### src/shared/pm_pkg.sv
// power-mode controller constants: register map, field positions,
// reset values, timing and state type; no other package assumed.
package pm_pkg;
  localparam int DATA_W = 16;
  // register indices; byte address is four times the index
  localparam logic [4:0] IDX_BASIC  = 5'h00;
  localparam logic [4:0] IDX_CTRL10 = 5'h10;
  localparam logic [4:0] IDX_CTRL11 = 5'h11;
  localparam logic [4:0] IDX_CTRL18 = 5'h18;
  localparam logic [4:0] IDX_STATUS = 5'h1E;
  localparam logic [4:0] IDX_CTRL1F = 5'h1F;
  // field positions
  localparam int BIT_SOFT_RESET  = 15;
  localparam int BIT_AN_ENABLE   = 12;
  localparam int BIT_POWER_DOWN  = 11;
  localparam int BIT_PLL_AUTOOFF = 4;
  localparam int BIT_SLOW_OSC    = 5;
  localparam int BIT_SLEEP_DIS_N = 11;
  localparam int BIT_LONG_PULSE  = 12;
  localparam int BIT_POWER_SAVE  = 10;
  // values after reset and writable bits
  localparam logic [15:0] BASIC_RST   = 16'h1000;
  localparam logic [15:0] CTRL10_RST  = 16'h0000;
  localparam logic [15:0] CTRL11_RST  = 16'h0000;
  localparam logic [15:0] CTRL18_RST  = 16'h0800;
  localparam logic [15:0] CTRL1F_RST  = 16'h0000;
  localparam logic [15:0] BASIC_WMASK  = 16'h9800;
  localparam logic [15:0] CTRL10_WMASK = 16'h0010;
  localparam logic [15:0] CTRL11_WMASK = 16'h0020;
  localparam logic [15:0] CTRL18_WMASK = 16'h1800;
  localparam logic [15:0] CTRL1F_WMASK = 16'h0400;
  // timing
  localparam int CLK_MHZ            = 50;
  localparam int SOFT_RESET_US      = 10;
  localparam int LINK_PULSE_US      = 16000;
  localparam int LINK_PULSE_LONG_US = 64000;
  localparam int SOFT_RESET_CYCLES  = SOFT_RESET_US * CLK_MHZ;
  localparam int LINK_PULSE_CYCLES  = LINK_PULSE_US * CLK_MHZ;
  localparam int LINK_LONG_CYCLES   = LINK_PULSE_LONG_US * CLK_MHZ;
  localparam int PULSE_CNT_W        = 24;
  localparam int RST_CNT_W          = 12;

  typedef enum logic [2:0] {
    ST_NORMAL,
    ST_SAVING,
    ST_SLEEP,
    ST_POWER_DOWN,
    ST_LOWEST,
    ST_SOFT_RESET
  } pm_state_e;
endpackage

### src/rtl/link_pulse_timer.sv
// periodic link pulse generator used during cable-absent sleep
// assumes run and long_mode come from logic on the same clock
`timescale 1ns/1ns
`default_nettype none
module link_pulse_timer #(
  parameter int CNT_W       = 24,
  parameter int SHORT_COUNT = 800000,
  parameter int LONG_COUNT  = 3200000
) (
  // clock and reset
  input  wire logic clock,
  input  wire logic rst,
  // control
  input  wire logic run,
  input  wire logic long_mode,
  // pulse out
  output logic      pulse
);
  logic [CNT_W-1:0] cnt_reg;
  logic [CNT_W-1:0] limit;

  assign limit = long_mode ? CNT_W'(LONG_COUNT - 1) : CNT_W'(SHORT_COUNT - 1);

  // count resets whenever sleep ends so the first pulse is a full period away
  always_ff @(posedge clock) begin
    if (rst || !run || cnt_reg >= limit) begin
      cnt_reg <= '0;
    end else begin
      cnt_reg <= cnt_reg + CNT_W'(1);
    end
  end

  always_ff @(posedge clock) begin
    if (rst) begin
      pulse <= 1'b0;
    end else begin
      pulse <= run && (cnt_reg >= limit);
    end
  end
endmodule // link_pulse_timer
`default_nettype wire

### src/rtl/phy_power_mode_control.sv
// power-mode controller: apb register slave, mode state machine,
// soft reset sequencer and block power enables.
// assumes link and energy pins are asynchronous; apb on clock.
// Functional notes
// - power-save enable is reg 1Fh bit 10
// - save only with autoneg on, no link
// - power-save enable resets to off
// - sleep enabled by zero at 18h bit 11
// - sleep enable bit resets to one
// - 10h bit 4 turns pll off asleep
// - sleep sends periodic link pulses, optional longer
// - 0h bit 11 powers down all but management
// - clearing 0h bit 11 leaves power-down
// - 11h bit 5 selects slow oscillator
// - slow osc plus power-down is lowest state
// - management clock at most 10 MHz; here the registers are on the 50 MHz clock (CLK_MHZ)
//
// Implementation choices: the register offsets and register access over APB.
`timescale 1ns/1ns
`default_nettype none
module phy_power_mode_control
  import pm_pkg::*;
#(
  parameter int SHORT_PULSE_CYCLES = pm_pkg::LINK_PULSE_CYCLES,
  parameter int LONG_PULSE_CYCLES  = pm_pkg::LINK_LONG_CYCLES
) (
  // clock and reset
  input  wire logic        clock,
  input  wire logic        rst,
  // apb slave
  input  wire logic [11:0] paddr,
  input  wire logic        psel,
  input  wire logic        penable,
  input  wire logic        pwrite,
  input  wire logic [31:0] pwdata,
  input  wire logic [3:0]  pstrb,
  output logic [31:0]      prdata,
  output logic             pready,
  output logic             pslverr,
  // line status pins
  input  wire logic        link_up_pin,
  input  wire logic        energy_pin,
  // block power enables
  output logic             tx_on,
  output logic             rx_blocks_on,
  output logic             energy_det_on,
  output logic             pll_on,
  output logic             ref_clock_input_on,
  output logic             slow_osc_sel,
  output logic             link_pulse,
  output logic             core_rst
);
  import pm_pkg::*;

  logic [15:0] basic_reg;
  logic [15:0] ctrl10_reg;
  logic [15:0] ctrl11_reg;
  logic [15:0] ctrl18_reg;
  logic [15:0] ctrl1f_reg;
  logic [RST_CNT_W-1:0] rst_cnt_reg;
  logic [1:0]  sync1_reg;
  logic [1:0]  sync2_reg;
  pm_state_e   state_reg;
  pm_state_e   state_next;

  logic [4:0]  idx;
  logic        addr_ok;
  logic        mapped;
  logic        wr_en;
  logic [15:0] lane_mask;
  logic [15:0] wdata;
  logic [15:0] rd_mux;
  logic [15:0] status_word;
  logic        reset_busy;
  logic        reset_done;
  logic        link_up;
  logic        energy;
  logic        an_enable;
  logic        no_link_an;
  logic        sleep_run;

  function automatic logic [15:0] merge(input logic [15:0] old,
                                        input logic [15:0] val,
                                        input logic [15:0] m);
    merge = (old & ~m) | (val & m);
  endfunction

  // apb decode; word aligned, 16-bit registers in the low lanes
  assign idx       = paddr[6:2];
  assign addr_ok   = (paddr[1:0] == 2'h0) && (paddr[11:7] == 5'h00);
  assign lane_mask = {{8{pstrb[1]}}, {8{pstrb[0]}}};
  assign wdata     = pwdata[15:0];

  always_comb begin
    mapped = 1'b0;
    rd_mux = 16'h0000;
    if (addr_ok) begin
      case (idx)
        IDX_BASIC: begin
          mapped = 1'b1;
          rd_mux = basic_reg;
        end
        IDX_CTRL10: begin
          mapped = 1'b1;
          rd_mux = ctrl10_reg;
        end
        IDX_CTRL11: begin
          mapped = 1'b1;
          rd_mux = ctrl11_reg;
        end
        IDX_CTRL18: begin
          mapped = 1'b1;
          rd_mux = ctrl18_reg;
        end
        IDX_STATUS: begin
          mapped = 1'b1;
          rd_mux = status_word;
        end
        IDX_CTRL1F: begin
          mapped = 1'b1;
          rd_mux = ctrl1f_reg;
        end
        default: begin
          mapped = 1'b0;
          rd_mux = 16'h0000;
        end
      endcase
    end
  end

  // slave answers in the first access cycle; bus never gated by mode
  assign pready  = 1'b1;
  assign pslverr = psel && penable && !mapped;
  assign wr_en   = psel && penable && pwrite && mapped;

  // read data captured in the setup cycle
  always_ff @(posedge clock) begin
    if (rst) begin
      prdata <= 32'h0000_0000;
    end else if (psel && !penable) begin
      prdata <= {16'h0000, rd_mux};
    end
  end

  // soft reset sequencer
  assign reset_busy = basic_reg[BIT_SOFT_RESET];
  assign reset_done = reset_busy &&
                      (rst_cnt_reg == RST_CNT_W'(SOFT_RESET_CYCLES - 1));

  always_ff @(posedge clock) begin
    if (rst || !reset_busy) begin
      rst_cnt_reg <= '0;
    end else begin
      rst_cnt_reg <= rst_cnt_reg + RST_CNT_W'(1);
    end
  end

  // basic control; a write in the finishing cycle wins over the clear
  always_ff @(posedge clock) begin
    if (rst) begin
      basic_reg <= BASIC_RST;
    end else if (wr_en && idx == IDX_BASIC) begin
      basic_reg <= merge(basic_reg, wdata, lane_mask & BASIC_WMASK);
    end else if (reset_done) begin
      basic_reg <= BASIC_RST;
    end
  end

  always_ff @(posedge clock) begin
    if (rst) begin
      ctrl10_reg <= CTRL10_RST;
    end else if (wr_en && idx == IDX_CTRL10) begin
      ctrl10_reg <= merge(ctrl10_reg, wdata, lane_mask & CTRL10_WMASK);
    end else if (reset_done) begin
      ctrl10_reg <= CTRL10_RST;
    end
  end

  always_ff @(posedge clock) begin
    if (rst) begin
      ctrl11_reg <= CTRL11_RST;
    end else if (wr_en && idx == IDX_CTRL11) begin
      ctrl11_reg <= merge(ctrl11_reg, wdata, lane_mask & CTRL11_WMASK);
    end else if (reset_done) begin
      ctrl11_reg <= CTRL11_RST;
    end
  end

  always_ff @(posedge clock) begin
    if (rst) begin
      ctrl18_reg <= CTRL18_RST;
    end else if (wr_en && idx == IDX_CTRL18) begin
      ctrl18_reg <= merge(ctrl18_reg, wdata, lane_mask & CTRL18_WMASK);
    end else if (reset_done) begin
      ctrl18_reg <= CTRL18_RST;
    end
  end

  always_ff @(posedge clock) begin
    if (rst) begin
      ctrl1f_reg <= CTRL1F_RST;
    end else if (wr_en && idx == IDX_CTRL1F) begin
      ctrl1f_reg <= merge(ctrl1f_reg, wdata, lane_mask & CTRL1F_WMASK);
    end else if (reset_done) begin
      ctrl1f_reg <= CTRL1F_RST;
    end
  end

  // line status pins through two flops
  always_ff @(posedge clock) begin
    if (rst) begin
      sync1_reg <= 2'h0;
      sync2_reg <= 2'h0;
    end else begin
      sync1_reg <= {energy_pin, link_up_pin};
      sync2_reg <= sync1_reg;
    end
  end

  assign link_up    = sync2_reg[0];
  assign energy     = sync2_reg[1];
  assign an_enable  = basic_reg[BIT_AN_ENABLE];
  assign no_link_an = an_enable && !link_up;

  // mode selection, highest priority first
  always_comb begin
    if (reset_busy) begin
      state_next = ST_SOFT_RESET;
    end else if (basic_reg[BIT_POWER_DOWN] && ctrl11_reg[BIT_SLOW_OSC]) begin
      state_next = ST_LOWEST;
    end else if (basic_reg[BIT_POWER_DOWN]) begin
      state_next = ST_POWER_DOWN;
    end else if (!ctrl18_reg[BIT_SLEEP_DIS_N] && no_link_an && !energy) begin
      state_next = ST_SLEEP;
    end else if (ctrl1f_reg[BIT_POWER_SAVE] && no_link_an) begin
      state_next = ST_SAVING;
    end else begin
      state_next = ST_NORMAL;
    end
  end

  always_ff @(posedge clock) begin
    if (rst) begin
      state_reg <= ST_NORMAL;
    end else begin
      state_reg <= state_next;
    end
  end

  // block enables follow the chosen mode
  always_ff @(posedge clock) begin
    if (rst) begin
      tx_on         <= 1'b1;
      rx_blocks_on  <= 1'b1;
      energy_det_on <= 1'b1;
      pll_on        <= 1'b1;
    end else begin
      case (state_next)
        ST_NORMAL, ST_SOFT_RESET: begin
          tx_on         <= 1'b1;
          rx_blocks_on  <= 1'b1;
          energy_det_on <= 1'b1;
          pll_on        <= 1'b1;
        end
        ST_SAVING: begin
          tx_on         <= 1'b1;
          rx_blocks_on  <= 1'b0;
          energy_det_on <= 1'b1;
          pll_on        <= 1'b1;
        end
        ST_SLEEP: begin
          tx_on         <= 1'b1;
          rx_blocks_on  <= 1'b0;
          energy_det_on <= 1'b1;
          pll_on        <= !ctrl10_reg[BIT_PLL_AUTOOFF];
        end
        ST_POWER_DOWN, ST_LOWEST: begin
          tx_on         <= 1'b0;
          rx_blocks_on  <= 1'b0;
          energy_det_on <= 1'b0;
          pll_on        <= 1'b0;
        end
        default: begin
          tx_on         <= 1'b1;
          rx_blocks_on  <= 1'b1;
          energy_det_on <= 1'b1;
          pll_on        <= 1'b1;
        end
      endcase
    end
  end

  // oscillator selection is independent of the power-down state
  always_ff @(posedge clock) begin
    if (rst) begin
      slow_osc_sel       <= 1'b0;
      ref_clock_input_on <= 1'b1;
    end else begin
      slow_osc_sel       <= ctrl11_reg[BIT_SLOW_OSC];
      ref_clock_input_on <= !ctrl11_reg[BIT_SLOW_OSC];
    end
  end

  // core held in reset while the soft reset runs
  always_ff @(posedge clock) begin
    if (rst) begin
      core_rst <= 1'b1;
    end else begin
      core_rst <= reset_busy;
    end
  end

  // next state keeps pulses aligned with the registered block enables
  assign sleep_run = (state_next == ST_SLEEP);

  link_pulse_timer #(
    .CNT_W       (PULSE_CNT_W),
    .SHORT_COUNT (SHORT_PULSE_CYCLES),
    .LONG_COUNT  (LONG_PULSE_CYCLES)
  ) u_pulse (
    .clock     (clock),
    .rst       (rst),
    .run       (sleep_run),
    .long_mode (ctrl18_reg[BIT_LONG_PULSE]),
    .pulse     (link_pulse)
  );

  // status: [0] link [1] energy [2] saving [3] sleep
  // [4] power-down [5] lowest [6] reset busy
  assign status_word = {9'h000,
                        reset_busy,
                        state_reg == ST_LOWEST,
                        state_reg == ST_POWER_DOWN,
                        state_reg == ST_SLEEP,
                        state_reg == ST_SAVING,
                        energy,
                        link_up};
endmodule // phy_power_mode_control
`default_nettype wire

### config.mk
export PLATFORM = sky130hd
export DESIGN_NAME = phy_power_mode_control
export DESIGN_NICKNAME = d
export VERILOG_FILES = /design/src/shared/pm_pkg.sv /design/src/rtl/link_pulse_timer.sv /design/src/rtl/phy_power_mode_control.sv
export SDC_FILE = /design/constraint.sdc
export NUM_CORES = 1
export LEC_CHECK = 0
export ABC_AREA = 1
export ABC_CLOCK_PERIOD_IN_PS = 3350
export BUFFER_PORTS_ARGS = -buffer_cell sky130_fd_sc_hd__buf_4
export CAP_MARGIN = 20
export CORE_MARGIN = 10
export CORE_UTILIZATION = 30
export DETAILED_ROUTE_END_ITERATION = 7
export HOLD_SLACK_MARGIN = 0.05
export SLEW_MARGIN = 40
export SYNTH_ARGS = -nofsm -noshare
export SYNTH_HDL_FRONTEND = slang
export SYNTH_SLANG_ARGS = --single-unit
### constraint.sdc
create_clock -name clock -period 3.35 [get_ports clock]
set_clock_uncertainty 0.05 [all_clocks]
set_input_delay 0 -clock clock [delete_from_list [all_inputs] [get_ports clock]]
set_output_delay 0 -clock clock [all_outputs]
set_load 0.05 [all_outputs]
== After elaboration in Yosys (flattened, before gate mapping) ==
Index checks and enable logic that the tools add are counted.

* Register bits: 146
* Input port bits: 55
* Output and inout port bits: 42
* Word-level logic and storage cells: 117

* Add/sub/neg operators: 2
* $lt $le $gt $ge: 1
* Eq/ne operators: 14
* Muxes and demuxes: 21
* Bitwise operators: 20
* Reduce and logical (&&, ||, !) cells: 41

{| class="wikitable"
|+ Operators by type and width
! kind !! count
|-
| 16-bit two-way mux || 9
|-
| 16-bit AND || 6
|-
| 16-bit case mux with 6 select lines || 1
|-
| 16-bit OR || 5
|-
| 5-bit equality test, second input constant || 5
|-
| 24-bit by 1-bit adder with 24-bit output, second input constant || 1
|-
| 24-bit greater-or-equal comparator || 1
|-
| 22-bit two-way mux || 1
|-
| 1-bit logical AND || 18
|-
| 16-bit by 11-bit AND with 16-bit output || 1
|-
| 16-bit by 13-bit AND with 16-bit output || 1
|-
| 16-bit by 5-bit AND with 16-bit output || 1
|-
| 16-bit by 6-bit AND with 16-bit output || 1
|-
| 11-bit NOT with 16-bit output || 1
|-
| 13-bit NOT with 16-bit output || 1
|-
| 16-bit NOT || 1
|-
| 5-bit NOT with 16-bit output || 1
|-
| 6-bit NOT with 16-bit output || 1
|-
| 12-bit by 1-bit adder with 12-bit output, second input constant || 1
|-
| 12-bit by 9-bit equality test with 1-bit output, second input constant || 1
|-
| 3-bit by 2-bit equality test with 1-bit output, second input constant || 4
|-
| 5-bit logical NOT || 2
|-
| 2-bit nonzero test || 5
|-
| 1-bit logical NOT || 9
|-
| 11 further kinds || 21
|}

== Logic depth before layout (Yosys ltp) ==
* Depth in word-level cells: 12
* Mapped depth: 11

== Hierarchy ==
Synthesis repeated with hierarchy kept, for this count alone.

* Cell total of the unflattened synthesis: 530
* Area total of the unflattened synthesis: 3,727.3 µm²

{| class="wikitable"
|+ By module, submodules not included
! module !! times used !! cells each !! area each (µm²) !! seq. area each (µm²)
|-
| phy_power_mode_control || 1 || 315 || 2,245.9 || 900.9
|-
| link_pulse_timer || 1 || 215 || 1,481.4 || 500.5
|}

== Least setup slack after synthesis ==
OpenSTA, ideal clock, no wires.

* Path type: register to register
* Start point: register ctrl18_reg[12]
* End point: register u_pulse.cnt_reg[22]
* Arrival: 1.590 ns
* Required time: 3.178 ns
* Path slack: 1.588 ns
* Stages on the path, launching flop included: 11
* Buffers on the path: 1
* Period minus slack after synthesis: 1.762 ns
* Cell sequence: dfxtp_1 > inv_1 > ha_1 > nand2_1 > nor2_1 > inv_1 > nor2_1 > nand3_2 > nand4_4 > buf_6 > a21oi_2

* Word-level cells in the longest chain between the ends: 3

{| class="wikitable"
|+ RTL lines
! element !! RTL line !! source
|-
| start, declared || phy_power_mode_control.sv:58 || <nowiki>logic [15:0] ctrl18_reg;</nowiki>
|-
| start signal, assigned || phy_power_mode_control.sv:193 || <nowiki>ctrl18_reg <= merge(ctrl18_reg, wdata, lane_mask & CTRL18_WMASK);</nowiki>
|-
| 22-bit two-way mux || link_pulse_timer.sv:22 || <nowiki>assign limit = long_mode ? CNT_W'(LONG_COUNT - 1) : CNT_W'(SHORT_COUNT - 1);</nowiki>
|-
| 24-bit greater-or-equal comparator || link_pulse_timer.sv:26 || <nowiki>if (rst || !run || cnt_reg >= limit) begin</nowiki>
|-
| 1-bit logical OR || link_pulse_timer.sv:26 ||
|-
| end signal, assigned || link_pulse_timer.sv:29 || <nowiki>cnt_reg <= cnt_reg + CNT_W'(1);</nowiki>
|-
| end, declared || link_pulse_timer.sv:19 || <nowiki>logic [CNT_W-1:0] cnt_reg;</nowiki>
|}

No other way between the ends.
A chain may end at the register's enable or synchronous reset.

==> flow_metrics.env <==
export IMPL_drt_vias_per_instance=4.41
export IMPL_start_kind="input port"
export IMPL_start_util_pct=30.5
export IMPL_die_x_um=133
export IMPL_synthDistinctLibCells=39
export IMPL_postRouteAntennaNets=0
export IMPL_ys_flop_type="dfxtp_1"
export IMPL_clk_latency_ns=0.34
export IMPL_worstSetupPathType="input port to flip-flop"
export IMPL_cts_root_buf="clkbuf_16"
export IMPL_synth_seq_area_share_pct=36.4
export IMPL_die_h_um=133
export IMPL_cts_resized=0
export IMPL_syn_to_final_growth_pct=27.8
export IMPL_placed_area_mm2=0.00431
export IMPL_drt_iter0_markers=247
export IMPL_max_cap_violations=0
export IMPL_ys_ff_latch=70
export IMPL_finalSetupViolCount=0
export IMPL_h_tree_depth=3
export IMPL_vias=3520
export IMPL_finalHoldViolCount=0
export IMPL_synth_area_leader_cell="dfxtp_1"
export IMPL_drv_slew=0
export IMPL_min_path_type="input port to flip-flop"
export IMPL_synth_most_common_cell="nand2_1"
export IMPL_synth_top_area_share_pct=36.4
export IMPL_grt_pass1_vias=3448
export IMPL_vdd_ir_drop_max_mv=0.286
export IMPL_cts_setup_buffers=0
export IMPL_wl_per_cell_um=11.7
export IMPL_drive_gt1_share_pct=17.6
export IMPL_fmaxAchievable_mhz=338
export IMPL_power_leakage_nw=2.05
export IMPL_synth_area_leaders="dfxtp_1 (36%), nand2_1 (9.9%), inv_1 (8.1%)"
export IMPL_rsz0062_at_grt="no"
export IMPL_largest_reg_flops=24
export IMPL_synth_yosys_warnings=0
export IMPL_period_minus_slack_ns=2.96
export IMPL_setup_ws_ns=0.394
export IMPL_synth_async_sr_flop_share_pct=0
export IMPL_fin_util_pct=39.0
export IMPL_crit_required_ns=3.52
export IMPL_synth_commonest_cells="nand2_1 (102), inv_1 (83), dfxtp_1 (70)"
export IMPL_cts_buffer_depth=2
export IMPL_crit_arrival_ns=3.13
export IMPL_final_area_mm2=0.00493
export IMPL_path_clk_slew_ns=0.06
export IMPL_power_mw=2.10
export IMPL_synth_edf_count=0
export IMPL_power_density_mw_per_mm2=426
export IMPL_coreArea_mm2=0.0126
export IMPL_route_detailed_drc=0
export IMPL_worstPathMaxFanout=23
export IMPL_rows=41
export IMPL_io_pins=97
export IMPL_finalSetupTns_ns=0
export IMPL_place_ws_ns=1.11
export IMPL_track_usage_pct=10.4
export IMPL_gp_congestion=0.870
export IMPL_dieArea_mm2=0.0178
export IMPL_hold_buffers=28
export IMPL_place_port_buffers=51
export IMPL_finalWirelength_mm=9.30
export IMPL_tightestPinTransition_ns=0.663
export IMPL_slew_headroom_pct=55.6
export IMPL_grt_max_degree=24
export IMPL_status="completed"
export IMPL_grt_overflow_total=0
export IMPL_syn_area_per_cell_um2=7.09
export IMPL_cts_tree="yes"
export IMPL_fin_crit_sh_pct=88.2
export IMPL_cts_sinks=70
export IMPL_cp_end_kind="flip-flop"
export IMPL_netlist_area_mm2=0.00385
export IMPL_cts_buffers_inserted=9
export IMPL_antenna_found_initial=0
export IMPL_grt_pass1_wl_mm=15.8
export IMPL_layout_nets=688
export IMPL_diodes=0
export IMPL_synth_cells=544
export IMPL_firstDrtPassIters=4
export IMPL_hpwlAfterDp_mm=6.86
## cell families after synthesis
| kind of cell | after synthesis | synth area share (%) |
|---|---|---|
| mux | 1 | 0.292 |
| flops | 70 | 36.4 |
| compound gates | 64 | 9.12 |
| xor+xnor | 4 | 0.909 |
| other cells | 2 | 0.195 |
| simple gates | 275 | 35.4 |
| buf+inv | 116 | 13.8 |
| fa+ha+maj | 12 | 3.89 |
## per-stage QoR
| step | hold slack [ns] | std cells |
|---|---|---|
| after floorplan | 0.0570 | 560 |
| after detailed placement | 0.159 | 754 |
| final | 0.0546 | 798 |
| after global routing | 0.0808 | 798 |
| after CTS | 0.0511 | 798 |
| after global placement | 0.153 | 754 |
## worst paths after layout
check	to	slack, ns	start	cells past startpoint
setup / recovery	basic_reg[15]$_SDFFE_PP0P_	0.39	rst	10
hold / removal	prdata[3]$_SDFFE_PP0P_	0.05	psel	4
setup reg to reg	basic_reg[15]$_SDFFE_PP0P_	0.47	basic_reg[15]$_SDFFE_PP0P_	8
hold reg to reg	sync2_reg[0]$_SDFF_PP0_	0.36	sync1_reg[0]$_SDFF_PP0_	2
## worst max-delay path, cell delays in order
cell,delay (ns)
dlygate4sd3_1,0.52
buf_4,0.27
clkinv_1,0.35
nand3_1,0.15
dlygate4sd3_1,0.54
o21ai_0,0.07
dlygate4sd3_1,0.56
nand2_1,0.06
dlygate4sd3_1,0.54
nand2_1,0.06
## cell usage in the layout, fill, tap and decap left out, types with 2 or more instances in the layout
cell / instances
nand2_1: 102
inv_1: 83
dfxtp_1: 70
nor2_1: 66
buf_4: 51
nand3_1: 33
dlygate4sd3_1: 28
a21oi_1: 27
o21ai_0: 22
nand4_1: 18
conb_1: 18
nor3_1: 14
ha_1: 12
nor2_2: 9
clkbuf_16: 9
nand2_2: 5
nand3_2: 5
a21oi_2: 5
xor2_1: 4
or2_2: 4
nor2_4: 3
nor3_2: 3
inv_2: 3
nor3_4: 3
o21ai_1: 3
nor3b_1: 3
o22ai_1: 3
bufinv_16: 3
o211ai_1: 2
clkbuf_1: 2
clkinv_4: 2
## layer usage
metal | vias up | wire [um] | share of wire, % | global-route usage (%)
met4 | 0 | 121 | 1.3 | 3.87
met5 | - | 0 | 0 | 0
met3 | 10 | 531 | 5.7 | 3.42
met1 | 1578 | 4250 | 46 | 12.6
li1 | 1856 | - | - | -
met2 | 76 | 4390 | 47 | 16.8
## cell type report
class	count	area, um2
multi-input combinational	374	1980
tap	172	215
clock inverter	5	108
timing repair buffer	79	663
inverter	87	327
clock buffer	11	233
sequential	70	1400
fill	1308	7690
## report_power, final
group	internal, mW	leakage (nW)	switching (mW)
clock	0.730	0.164	0.372
sequential	0.837	0.566	0.00225
combinational	0.0538	1.32	0.101
total	1.62	2.05	0.476
No activity file was read; power rests on OpenSTA's default activity.
